## config.mk

```make
export PLATFORM = sky130hd
export DESIGN_NAME = ccc_chip_config
export DESIGN_NICKNAME = d
export VERILOG_FILES = /design/src/ccc_pkg.sv /design/src/ccc_chip_config.sv
export SDC_FILE = /design/constraint.sdc
export NUM_CORES = 1
export LEC_CHECK = 0
export ABC_AREA = 1
export BUFFER_PORTS_ARGS = -buffer_cell sky130_fd_sc_hd__buf_2
export CAP_MARGIN = 5
export CELL_PAD_IN_SITES_DETAIL_PLACEMENT = 1
export CELL_PAD_IN_SITES_GLOBAL_PLACEMENT = 1
export CORE_UTILIZATION = 37
export CTS_CLUSTER_DIAMETER = 40
export DETAILED_ROUTE_END_ITERATION = 7
export MAX_ROUTING_LAYER = met4
export PLACE_DENSITY_LB_ADDON = 0.15
export SLEW_MARGIN = 15
export SYNTH_ARGS = -nofsm -noshare
export SYNTH_HDL_FRONTEND = slang
export SYNTH_SLANG_ARGS = --single-unit
```

## constraint.sdc

```tcl
create_clock -name clk -period 3 [get_ports clk]
set_input_delay 0.45 -clock clk [delete_from_list [all_inputs] [get_ports clk]]
set_output_delay 0.45 -clock clk [all_outputs]
set_load 0.02 [all_outputs]
```

## src/ccc_pkg.sv

```systemverilog
// Constants for the chip configuration control block.
// Assumes one 125 MHz clock and byte addresses on a small Avalon-MM window.
package ccc_pkg;
   // Register window, byte addresses
   localparam logic [3:0] CCC_OFF_CFG = 4'h0;
   localparam logic [3:0] CCC_OFF_STS = 4'h4;
   localparam logic [3:0] CCC_OFF_MSK = 4'h8;
   // Configuration fields
   localparam int CCC_B_SER1DMA = 31;
   localparam int CCC_B_SER0DMA = 30;
   localparam int CCC_B_P2 = 29;
   localparam int CCC_B_P1 = 28;
   localparam int CCC_B_WDR = 27;
   localparam int CCC_B_TMOEN = 26;
   localparam int CCC_B_PRI = 24;
   localparam int CCC_B_CLR = 21;
   localparam int CCC_B_WRERR = 16;
   localparam int CCC_W_SNS = 2;
   localparam logic [31:0] CCC_CFG_RST = 32'h0000_0000;
   localparam logic [31:0] CCC_CFG_WMASK = 32'hFF00_FFFF;
   // Hole in the peripheral space, upper 20 address bits
   localparam logic [19:0] CCC_HOLE_ADDR = 20'hFFFFD;
   // Bus request levels
   localparam logic [1:0] CCC_PRI_HPS = 2'h3;
   localparam logic [1:0] CCC_PRI_HPG = 2'h2;
   localparam logic [1:0] CCC_PRI_SRQ = 2'h1;
   localparam logic [1:0] CCC_PRI_GRQ = 2'h0;
   // Interrupt sense codes
   localparam logic [1:0] CCC_SNS_RISE = 2'h3;
   localparam logic [1:0] CCC_SNS_FALL = 2'h2;
   localparam logic [1:0] CCC_SNS_HIGH = 2'h1;
   localparam logic [1:0] CCC_SNS_LOW = 2'h0;
   // Event status bits
   localparam int CCC_EV_WRERR = 0;
   localparam int CCC_EV_WDT = 1;
   localparam int CCC_EV_TMO = 2;
   localparam int CCC_EV_W = 3;
   localparam logic [CCC_EV_W-1:0] CCC_EV_RST = 3'h0;
   // Port 1 shared pins: which carry device outputs in function mode
   localparam logic [7:0] CCC_P1_FN_OE = 8'h3D;
   typedef enum logic [1:0] {BUS_CPU, BUS_EXT, BUS_DMA} ccc_bus_t;
endpackage : ccc_pkg

```

## src/ccc_chip_config.sv

```systemverilog
// Chip configuration register with its DMA routing, pin sharing, error
// routing, bus ownership arbitration and external interrupt sensing.
// Assumes all inputs synchronous to clk; pins are split into in/out/oe.
`timescale 1ns/1ps
// Behaviour
// - bit31 routes DMA ch2 to serial port 1
// - bit30 routes DMA ch1 to serial port 0
// - bit29 selects io port 2 or A31..A24
// - bit28 selects io port 1 or bus/DMA pins
// - bit27 sends watchdog to reset or NMI
// - bit26 enables bus timeout detection
// - bad write raises NMI and flag bit16
// - bits25:24 set external master request level
// - highest pending level wins; snoop levels snoop
// - DMA competes at snoop or general only
// - release bus to requesting external master
// - clear field clears line n, reads zero
// - two-bit sense per interrupt line
// - forward request when sense condition met
// - writing edge code drops pending edge
module ccc_chip_config import ccc_pkg::*; (
   input wire logic clk,
   input wire logic rstn,
   input wire logic [3:0] avsAddress,
   input wire logic avsRead,
   input wire logic avsWrite,
   input wire logic [31:0] avsWriteData,
   input wire logic [3:0] avsByteEnable,
   output logic [31:0] avsReadData,
   output logic avsWaitRequest,
   output logic irqOut,
   input wire logic dmaReqPin1,
   output logic dmaAckPin1,
   input wire logic sio0DmaReq,
   input wire logic sio1DmaReq,
   output logic sio0DmaAck,
   output logic sio1DmaAck,
   output logic [3:1] dmaChReq,
   input wire logic [3:1] dmaChAck,
   input wire logic [7:0] io2Out,
   input wire logic [7:0] io2Oe,
   output logic [7:0] io2In,
   input wire logic [7:0] addrHigh,
   input wire logic addrOe,
   input wire logic [7:0] p2PinIn,
   output logic [7:0] p2PinOut,
   output logic [7:0] p2PinOe,
   input wire logic [7:0] io1Out,
   input wire logic [7:0] io1Oe,
   output logic [7:0] io1In,
   input wire logic [7:0] p1PinIn,
   output logic [7:0] p1PinOut,
   output logic [7:0] p1PinOe,
   input wire logic dmaBusReq,
   input wire logic dmaBusSnoop,
   output logic dmaBusGnt,
   output logic snoopEnable,
   input wire logic wdtIrq,
   input wire logic busTimeout,
   input wire logic procWrStrobe,
   input wire logic [31:0] procWrAddr,
   input wire logic procWrNoReg,
   input wire logic busErrorInN,
   output logic nmiOut,
   output logic chipResetOut,
   output logic timeoutDetectEn,
   input wire logic [7:0] extIrqPin,
   output logic [7:0] extIrqReq
);

   // Level of the DMA engine: snoop or general, never high priority
   function automatic logic [1:0] dmaLevel(input logic snoop);
      dmaLevel = snoop ? CCC_PRI_SRQ : CCC_PRI_GRQ;
   endfunction : dmaLevel

   function automatic logic isSnoop(input logic [1:0] lvl);
      isSnoop = (lvl == CCC_PRI_HPS) || (lvl == CCC_PRI_SRQ);
   endfunction : isSnoop

   function automatic logic isEdge(input logic [1:0] sns);
      isEdge = (sns == CCC_SNS_RISE) || (sns == CCC_SNS_FALL);
   endfunction : isEdge

   logic [31:0] cfg_r;
   logic [31:0] cfg_nxt;
   logic wrErr_r;
   logic [CCC_EV_W-1:0] sts_r;
   logic [CCC_EV_W-1:0] sts_nxt;
   logic [CCC_EV_W-1:0] msk_r;
   logic waitReq_r;
   logic [31:0] rdData_r;
   logic irq_r;
   logic [7:0] prevIrq_r;
   logic [7:0] pend_r;
   logic [7:0] pend_nxt;
   logic [7:0] irqReq_r;
   logic [7:0] irqReq_nxt;
   ccc_bus_t bus_r;
   ccc_bus_t bus_nxt;
   logic nmi_r;
   logic rst_r;
   logic [3:1] dmaChReq_r;
   logic dmaAck1_r;
   logic sio0Ack_r;
   logic sio1Ack_r;
   logic [7:0] p2Out_r;
   logic [7:0] p2Oe_r;
   logic [7:0] io2In_r;
   logic [7:0] p1Out_r;
   logic [7:0] p1Oe_r;
   logic [7:0] io1In_r;
   logic dmaGnt_r;
   logic snoop_r;

   // Bus slave decode
   wire bus_request_in = avsRead | avsWrite;
   wire load = bus_request_in & waitReq_r;
   wire accept = bus_request_in & ~waitReq_r;
   wire [3:0] wordAddr = {avsAddress[3:2], 2'b00};
   wire hitCfg = (wordAddr == CCC_OFF_CFG);
   wire hitSts = (wordAddr == CCC_OFF_STS);
   wire hitMsk = (wordAddr == CCC_OFF_MSK);
   wire unmapped = ~(hitCfg | hitSts | hitMsk);
   wire cfgWr = accept & avsWrite & hitCfg;
   wire mskWr = accept & avsWrite & hitMsk & avsByteEnable[0];
   wire [31:0] byteMask = {{8{avsByteEnable[3]}}, {8{avsByteEnable[2]}},
                           {8{avsByteEnable[1]}}, {8{avsByteEnable[0]}}};

   wire [31:0] wrMask = byteMask & CCC_CFG_WMASK;
   wire [31:0] cfgView = cfg_r | ({31'h0, wrErr_r} << CCC_B_WRERR);
   wire [31:0] readMux = hitCfg ? cfgView :
                         hitSts ? {{(32-CCC_EV_W){1'b0}}, sts_r} :
                         hitMsk ? {{(32-CCC_EV_W){1'b0}}, msk_r} : 32'h0000_0000;

   // Named configuration fields
   wire ser1Dma = cfg_r[CCC_B_SER1DMA];
   wire ser0Dma = cfg_r[CCC_B_SER0DMA];
   wire p2Sel = cfg_r[CCC_B_P2];
   wire p1Sel = cfg_r[CCC_B_P1];
   wire wdtToReset = cfg_r[CCC_B_WDR];
   wire tmoEn = cfg_r[CCC_B_TMOEN];
   wire [1:0] extLvl = cfg_r[CCC_B_PRI +: 2];

   always_comb begin
      cfg_nxt = cfg_r;
      if (cfgWr) begin
         cfg_nxt = (cfg_r & ~wrMask) | (avsWriteData & wrMask);
      end
   end

   // write to missing register, hole or bus error
   wire holeHit = (procWrAddr[31:12] == CCC_HOLE_ADDR);
   wire procBadWr = procWrStrobe & (procWrNoReg | holeHit | ~busErrorInN);
   wire evWrErr = procBadWr | (accept & avsWrite & unmapped);
   wire evTmo = busTimeout & tmoEn;
   wire [CCC_EV_W-1:0] evVec = {evTmo, wdtIrq, evWrErr};
   // Clear only what the read returned, so a late event is not lost
   wire [CCC_EV_W-1:0] stsClr = (accept & avsRead & hitSts) ?
                                rdData_r[CCC_EV_W-1:0] : CCC_EV_RST;
   assign sts_nxt = evVec | (sts_r & ~stsClr);
   // Flag is write-one-to-clear; a new error wins
   wire wrErrClr = cfgWr & avsByteEnable[2] & avsWriteData[CCC_B_WRERR];
   wire wrErr_nxt = evWrErr | (wrErr_r & ~wrErrClr);

   // External interrupt lines
   wire clrWr = cfgWr & avsByteEnable[2];
   wire [2:0] clrLine = avsWriteData[CCC_B_CLR +: 3];
   always_comb begin
      pend_nxt = pend_r;
      irqReq_nxt = irqReq_r;
      for (int n = 0; n < 8; n++) begin
         logic [1:0] sns;
         logic [1:0] newSns;
         logic hit;
         logic drop;
         sns = cfg_r[n*CCC_W_SNS +: 2];
         newSns = avsWriteData[n*CCC_W_SNS +: 2];
         hit = ((sns == CCC_SNS_RISE) & extIrqPin[n] & ~prevIrq_r[n]) |
               ((sns == CCC_SNS_FALL) & ~extIrqPin[n] & prevIrq_r[n]);
         // clear code n drops line n
         drop = clrWr & (clrLine == n[2:0]);
         // new edge code drops pending edge
         if (cfgWr && avsByteEnable[n / 4] && isEdge(newSns)) begin
            drop = 1'b1;
         end
         pend_nxt[n] = hit | (pend_r[n] & ~drop);
         if (isEdge(sns)) begin
            irqReq_nxt[n] = pend_nxt[n];
         end else if (sns == CCC_SNS_HIGH) begin
            irqReq_nxt[n] = extIrqPin[n];
         end else begin
            irqReq_nxt[n] = ~extIrqPin[n];
         end
      end
   end

   // Bus ownership; shared pins only carry bus signals in function mode
   wire extPend = ~p1Sel & ~p1PinIn[1];
   wire [1:0] dmaLvl = dmaLevel(dmaBusSnoop);
   always_comb begin
      bus_nxt = bus_r;
      unique case (bus_r)
         BUS_CPU: begin
            // highest level wins, external on a tie
            if (extPend && (!dmaBusReq || extLvl >= dmaLvl)) begin
               bus_nxt = BUS_EXT;
            end else if (dmaBusReq) begin
               bus_nxt = BUS_DMA;
            end
         end
         // held until the external master lets go
         BUS_EXT: begin
            if (!extPend) begin
               bus_nxt = BUS_CPU;
            end
         end
         BUS_DMA: begin
            if (!dmaBusReq) begin
               bus_nxt = BUS_CPU;
            end
         end
      endcase
   end

   // snoop runs only for the snoop levels
   wire snoop_nxt = ((bus_nxt == BUS_EXT) & isSnoop(extLvl)) |
                    ((bus_nxt == BUS_DMA) & isSnoop(dmaLvl));
   // release asked when DMA outranks the holder
   wire relReq = (bus_r == BUS_EXT) & dmaBusReq & (dmaLvl > extLvl);

   // function side of port 1 pins, bit 7 down to 0
   wire [7:0] p1FnOut = {2'b00, dmaChAck[3], dmaChAck[2] & ~ser1Dma, ~relReq,
                         bus_nxt == BUS_EXT, 1'b0, bus_nxt != BUS_EXT};
   wire [7:0] p1Out_nxt = p1Sel ? io1Out : p1FnOut;
   wire [7:0] p1Oe_nxt = p1Sel ? io1Oe : CCC_P1_FN_OE;
   // port 2 pins carry A31..A24 in order
   wire [7:0] p2Out_nxt = p2Sel ? io2Out : addrHigh;
   wire [7:0] p2Oe_nxt = p2Sel ? io2Oe : {8{addrOe}};

   // channel 2 from serial port 1 or shared pin
   wire ch2Req = ser1Dma ? sio1DmaReq : (~p1Sel & p1PinIn[6]);
   // channel 1 from serial port 0 or pin
   wire ch1Req = ser0Dma ? sio0DmaReq : dmaReqPin1;
   wire ch3Req = ~p1Sel & p1PinIn[7];

   wire rst_nxt = wdtIrq & wdtToReset;
   // NMI for bad writes; timeouts share it
   wire nmi_nxt = evWrErr | (wdtIrq & ~wdtToReset) | evTmo;

   always_ff @(posedge clk or negedge rstn) begin
      if (!rstn) begin
         cfg_r <= CCC_CFG_RST;
         wrErr_r <= 1'b0;
         sts_r <= CCC_EV_RST;
         msk_r <= CCC_EV_RST;
         irq_r <= 1'b0;
         waitReq_r <= 1'b1;
         rdData_r <= 32'h0000_0000;
      end else begin
         cfg_r <= cfg_nxt;
         wrErr_r <= wrErr_nxt;
         sts_r <= sts_nxt;
         if (mskWr) begin
            msk_r <= avsWriteData[CCC_EV_W-1:0];
         end
         irq_r <= |(sts_r & msk_r);
         waitReq_r <= ~load;
         if (load) begin
            rdData_r <= readMux;
         end
      end
   end

   always_ff @(posedge clk or negedge rstn) begin
      if (!rstn) begin
         prevIrq_r <= 8'h00;
         pend_r <= 8'h00;
         irqReq_r <= 8'h00;
         bus_r <= BUS_CPU;
         snoop_r <= 1'b0;
         dmaGnt_r <= 1'b0;
         nmi_r <= 1'b0;
         rst_r <= 1'b0;
      end else begin
         prevIrq_r <= extIrqPin;
         pend_r <= pend_nxt;
         irqReq_r <= irqReq_nxt;
         bus_r <= bus_nxt;
         snoop_r <= snoop_nxt;
         dmaGnt_r <= (bus_nxt == BUS_DMA);
         nmi_r <= nmi_nxt;
         rst_r <= rst_nxt;
      end
   end

   always_ff @(posedge clk or negedge rstn) begin
      if (!rstn) begin
         dmaChReq_r <= 3'h0;
         dmaAck1_r <= 1'b0;
         sio0Ack_r <= 1'b0;
         sio1Ack_r <= 1'b0;
         p2Out_r <= 8'h00;
         p2Oe_r <= 8'h00;
         io2In_r <= 8'h00;
         p1Out_r <= 8'h00;
         p1Oe_r <= 8'h00;
         io1In_r <= 8'h00;
      end else begin
         dmaChReq_r <= {ch3Req, ch2Req, ch1Req};
         dmaAck1_r <= dmaChAck[1] & ~ser0Dma;
         sio0Ack_r <= dmaChAck[1] & ser0Dma;
         sio1Ack_r <= dmaChAck[2] & ser1Dma;
         p2Out_r <= p2Out_nxt;
         p2Oe_r <= p2Oe_nxt;
         io2In_r <= p2Sel ? p2PinIn : 8'h00;
         p1Out_r <= p1Out_nxt;
         p1Oe_r <= p1Oe_nxt;
         io1In_r <= p1Sel ? p1PinIn : 8'h00;
      end
   end

   assign avsReadData = rdData_r;
   assign avsWaitRequest = waitReq_r;
   assign irqOut = irq_r;
   assign dmaAckPin1 = dmaAck1_r;
   assign sio0DmaAck = sio0Ack_r;
   assign sio1DmaAck = sio1Ack_r;
   assign dmaChReq = dmaChReq_r;
   assign io2In = io2In_r;
   assign p2PinOut = p2Out_r;
   assign p2PinOe = p2Oe_r;
   assign io1In = io1In_r;
   assign p1PinOut = p1Out_r;
   assign p1PinOe = p1Oe_r;
   assign dmaBusGnt = dmaGnt_r;
   assign snoopEnable = snoop_r;
   assign nmiOut = nmi_r;
   assign chipResetOut = rst_r;
   assign timeoutDetectEn = cfg_r[CCC_B_TMOEN];
   assign extIrqReq = irqReq_r;

endmodule : ccc_chip_config

```

## Yosys cells after proc, flatten, opt, wreduce, memory -nomap -nowiden

Index checks and enable logic that the tools add are counted.

| operators by class | value |
|---|---|
| add/sub/neg operators | 0 |
| multiply operators | 0 |
| div/mod/pow operators | 0 |
| magnitude comparators | 2 |
| equality and inequality tests | 59 |
| shift-type cells | 0 |
| mux-type cells | 42 |
| bitwise gates (word level) | 145 |
| reductions and logical operators | 35 |

Operators by type and width:

| kind | count |
|---|---|
| bitwise AND 1 bit | 75 |
| == test 2 bit, second input constant | 36 |
| bitwise AND 32 bit | 2 |
| 2-to-1 mux 8 bit | 6 |
| NOT 1 bit | 35 |
| 2-to-1 mux 32 bit | 1 |
| NOT 32 bit | 1 |
| bitwise OR 32 x 17 -> 32 bit | 1 |
| bitwise OR 32 bit | 1 |
| 2-to-1 mux 1 bit | 27 |
| bitwise OR 1 bit | 26 |
| == test 2 x 1 -> 1 bit, second input constant | 12 |
| == test 20 bit, second input constant | 1 |
| logical OR 1 bit | 19 |
| == test 3 bit, second input constant | 4 |
| logical AND 1 bit | 11 |
| 2-to-1 mux 3 bit | 3 |
| 2-to-1 mux 2 bit | 4 |
| bitwise AND 3 bit | 2 |
| == test 3 x 2 -> 1 bit, second input constant | 2 |
| one-hot mux 2 bit (3 select lines) | 1 |
| zero test 4 bit | 1 |
| == test 3 x 1 -> 1 bit, second input constant | 1 |
| zero test 3 bit | 1 |
| other kinds (10) | 10 |

| word-level totals | value |
|---|---|
| bits in registers | 157 |
| bits in latches | 0 |
| RAM bits | 0 |
| bits in read-only memories | 0 |
| bits of input ports | 154 |
| output and inout bits | 101 |
| word-level logic and storage cells | 308 |
| memories | 0 |

## Logic depth before layout (Yosys ltp)

| logic depth | value |
|---|---|
| depth after elaboration | 11 |
| depth in mapped cells | 11 |
| depth with buffers taken out | 11 |

## Worst setup path after synthesis

Ideal clock, no wire load.

| path | value |
|---|---|
| path type | input to register |
| start point | input dmaBusSnoop |
| end point | register p1Out_r[2], in the netlist p1PinOut[2] |
| library setup time | 0.117 ns |
| data arrival time | 1.318 ns |
| required time | 2.883 ns |
| setup slack | 1.565 ns |
| stages | 10 |
| buffers on the path | 0 |
| cell sequence | inv_1 ha_1 nor2_1 nand2_1 nand2_1 nand3_1 nand2_1 nor2_1 nand2_1 nand2_1 |

| between the ends | value |
|---|---|
| longest elaborated chain between the ends | 8 |

RTL lines:

| element | line | text |
|---|---|---|
| from (decl) | ccc_chip_config.sv:55 | `input wire logic dmaBusSnoop,` |
| 2-to-1 mux 1 bit | ccc_chip_config.sv:73 | `dmaLevel = snoop ? CCC_PRI_SRQ : CCC_PRI_GRQ;` |
| >= comparator 2 x 1 -> 1 bit | ccc_chip_config.sv:205 | `if (extPend && (!dmaBusReq \|\| extLvl >= dmaLvl)) begin` |
| logical OR 1 bit | ccc_chip_config.sv:205 |  |
| logical AND 1 bit | ccc_chip_config.sv:205 |  |
| 2-to-1 mux 2 bit | ccc_chip_config.sv:205 |  |
| one-hot mux 2 bit (3 select lines) | ccc_chip_config.sv:202 | `unique case (bus_r)` |
| named net bus_nxt[1] | ccc_chip_config.sv:99 | `ccc_bus_t bus_nxt;` |
| == test 2 x 1 -> 1 bit | ccc_chip_config.sv:233 | `bus_nxt == BUS_EXT, 1'b0, bus_nxt != BUS_EXT};` |
| 2-to-1 mux 8 bit | ccc_chip_config.sv:234 | `wire [7:0] p1Out_nxt = p1Sel ? io1Out : p1FnOut;` |
| named net p1Out_nxt[2] | ccc_chip_config.sv:234 |  |
| to (signal assigned) | ccc_chip_config.sv:316 | `p1Out_r <= p1Out_nxt;` |
| to (decl) | ccc_chip_config.sv:109 | `logic [7:0] p1Out_r;` |

The timed path passes the listed nets, and every way through them passes these cells.
A chain may end at the register's enable or synchronous reset.

==> flow_summary.json <==
{
  "post_cts_resized": 0,
  "grt_pass1_wl_mm": 26.7,
  "antenna_found_initial": 0,
  "num_vias": 4956,
  "crit_path_start_kind": "register",
  "area_delta_synth_final_pct": 33.1,
  "path_max_fanout": 25,
  "drive_gt1_frac": 0.333,
  "cellLeakagePower_uw": 0.00430,
  "finalSetupViolCount": 0,
  "final_common_cell": "buf_2",
  "start_util": 0.379,
  "ys_types": 30,
  "cp.required_ps": 3290,
  "avgViaCountPerCell": 4.68,
  "holdBufCountCts": 0,
  "insertion_delay_ps": 410,
  "setup_tns_ps": 0,
  "tightestPinTransition_ps": 845,
  "hold_viol": 0,
  "fp.dieW_um": 127,
  "worst_r2r_endpoint": "p2PinOe[6]",
  "hold_path_class": "input port to asynchronous set/reset pin",
  "synth_cells": 625,
  "fin_crit_sh": 0.582,
  "crit_chain": "inv_1, nand2_1, nand2_1",
  "place.port_buffers": 229,
  "critPathMaxStageDelay_ps": 810,
  "rsz0062_at_grt": "no",
  "drc": 0,
  "finalCriticalPeriod_ps": 1750,
  "cts_tree": "done",
  "numCtsBuffers": 17,
  "ctsHtreeMaxLevel": 4,
  "regArea_um2": 3550,
  "grt_pass1_vias": 5411,
  "grt_usage": 0.222,
  "p_per_area_nw_per_um2": 787,
  "ctsRootBufferMaster": "clkbuf_16",
  "busiest_layer": "met2",
  "critPathKind": "register to register",
  "cts.sinks": 142,
  "grt_max_degree": 84,
  "rrSetupSlack_ps": 1250,
  "layout.nets": 1016,
  "cp-end-kind": "register",
  "arrival_ps": 2030,
  "final_cell_mix": "buf_2 (228), nand2_1 (217), dfrtp_1 (141)",
  "use_met1": 0.254,
  "ys_seq_area_frac": 0.617,
  "path_buf_inv": 1,
  "die_area_um2": 16100,
  "initialDrtViolationCount": 164,
  "rows": 45,
  "status": "finished clean",
  "netlist_area_um2": 5760,
  "worst_path_most_repeated_cell": "nand2_1",
  "synth_area_per_cell_um2": 9.22,
  "antenna_cells": 0,
  "wl_mm": 16.3,
  "synth_top_cell_by_area": "dfrtp_1",
  "ys_seq_elements": 142,
  "place_congestion": 0.810,
  "worst-r2r-cell-count": 3,
  "clk_pin_slew_ps": 60,
  "ir_drop_v": 0.000373,
  "fmax_mhz": 573,
  "synth_top_area_frac": 0.612,
  "cp_slowest_cell": "dfrtp_1",
  "whs_ps": 85.0,
  "core_area_um2": 15200,
  "crit_family": "flip-flops",
  "die_y_um": 127,
  "io_pins": 255,
  "cts_buffer_depth": 2,
  "nFillCells": 1847,
  "multi_input_area_um2": 1810,
  "slew_violations": 0,
  "finClkSkew_ps": 9.14,
  "ant_nets": 0,
  "slew_headroom": 0.436,
  "synthTopCellsByArea": "dfrtp_1 (61%), nand2_1 (14%), inv_1 (5.4%)",
  "avgRoutedWirePerCell_um": 15.4,
  "grtUsageMet3": 0.0574,
  "dpl.hpwl_mm": 12.2,
  "overflow": 0,
  "first_pass_iters": 4,
  "gr-usage-met2": 0.381,
  "cts_setup_buffers": 0,
  "cap_violations": 0,
  "yosysWarnings": 0
}
layer usage:
layer | up-vias | wire length [um]
li1 | 2398 | -
met1 | 2391 | 6760
met2 | 146 | 8260
met3 | 21 | 1000
met4 | 0 | 275
met5 | - | 0
metrics by stage:
step	cell area, um2	util	setup slack [ps]	cells	power, uW
after detailed placement	7100	0.467	1130	1028	4030
after CTS	7670	0.505	1190	1058	6110
after global placement	7100	0.467	1130	1028	3950
after floorplan	5780	-	1560	631	3410
final	7670	0.505	1250	1058	6040
after global routing	7670	0.505	1020	1058	6380
cell usage after synthesis:
cell and instances:
a21boi_0 1, a21oi_1 12, buf_1 1, buf_2 4, buf_4 7, clkbuf_1 11
conb_1 1, dfrtp_1 141, dfstp_2 1, ha_1 3, inv_1 83, mux2_2 3
mux2_4 2, nand2_1 217, nand2_4 1, nand3_1 21, nand3_2 1, nand4_1 2
nor2_1 24, nor2_2 1, nor2_4 4, nor3_1 4, nor4_4 1, o21ai_0 42
o21ai_2 1, o21bai_1 1, o221ai_1 1, o22ai_1 3, o31ai_1 17, or2_2 14
kinds of logic (layout without fill, tap and decap cells):
| kind of cell | after synthesis | in the layout | synth area share |
|---|---|---|---|
| AND/OR/NAND/NOR | 290 | 290 | 0.212 |
| flip-flops | 142 | 142 | 0.617 |
| buffers and inverters | 106 | 345 | 0.0745 |
| AO/OA/AOI/OAI | 78 | 78 | 0.0780 |
| multiplexers | 5 | 5 | 0.0111 |
| adder cells (fa/ha/maj) | 3 | 3 | 0.00652 |
| other | 1 | 7 | 0.000651 |
how the worst max path moves through the flow:
stage / cells after the start / startpoint / to / slack, ps
after floorplan: 10 / dmaBusSnoop / p1PinOut[2] / 1560
after global placement: 6 / avsAddress[2] / avsReadData[2] / 1130
after detailed placement: 10 / avsWrite / extIrqReq[5] / 1130
after CTS: 3 / register / p2PinOe[6] / 1190
after global routing: 3 / register / p2PinOe[6] / 1020
final: 3 / register / p2PinOe[6] / 1250
worst reg2reg max path, cell delays in order, from the launching register on:
cell and delay (ps):
dfrtp_1 810, inv_1 390, nand2_1 320, nand2_1 100
report_power, final:
group | switching [uW] | internal [uW] | leakage, uW | total, uW
logic | 987 | 498 | 0.00234 | 1480
registers | 213 | 2290 | 0.00168 | 2500
clock network | 792 | 1260 | 0.000278 | 2050
cell type report:
type,instances,area share
Clock inverter,10,0.0152
Sequential cell,142,0.463
Tap cell,188,0.0307
Multi-Input combinational cell,383,0.236
Timing Repair Buffer,232,0.155
Clock buffer,20,0.0595
Inverter,83,0.0406
Power figures use the tool's default switching activity.
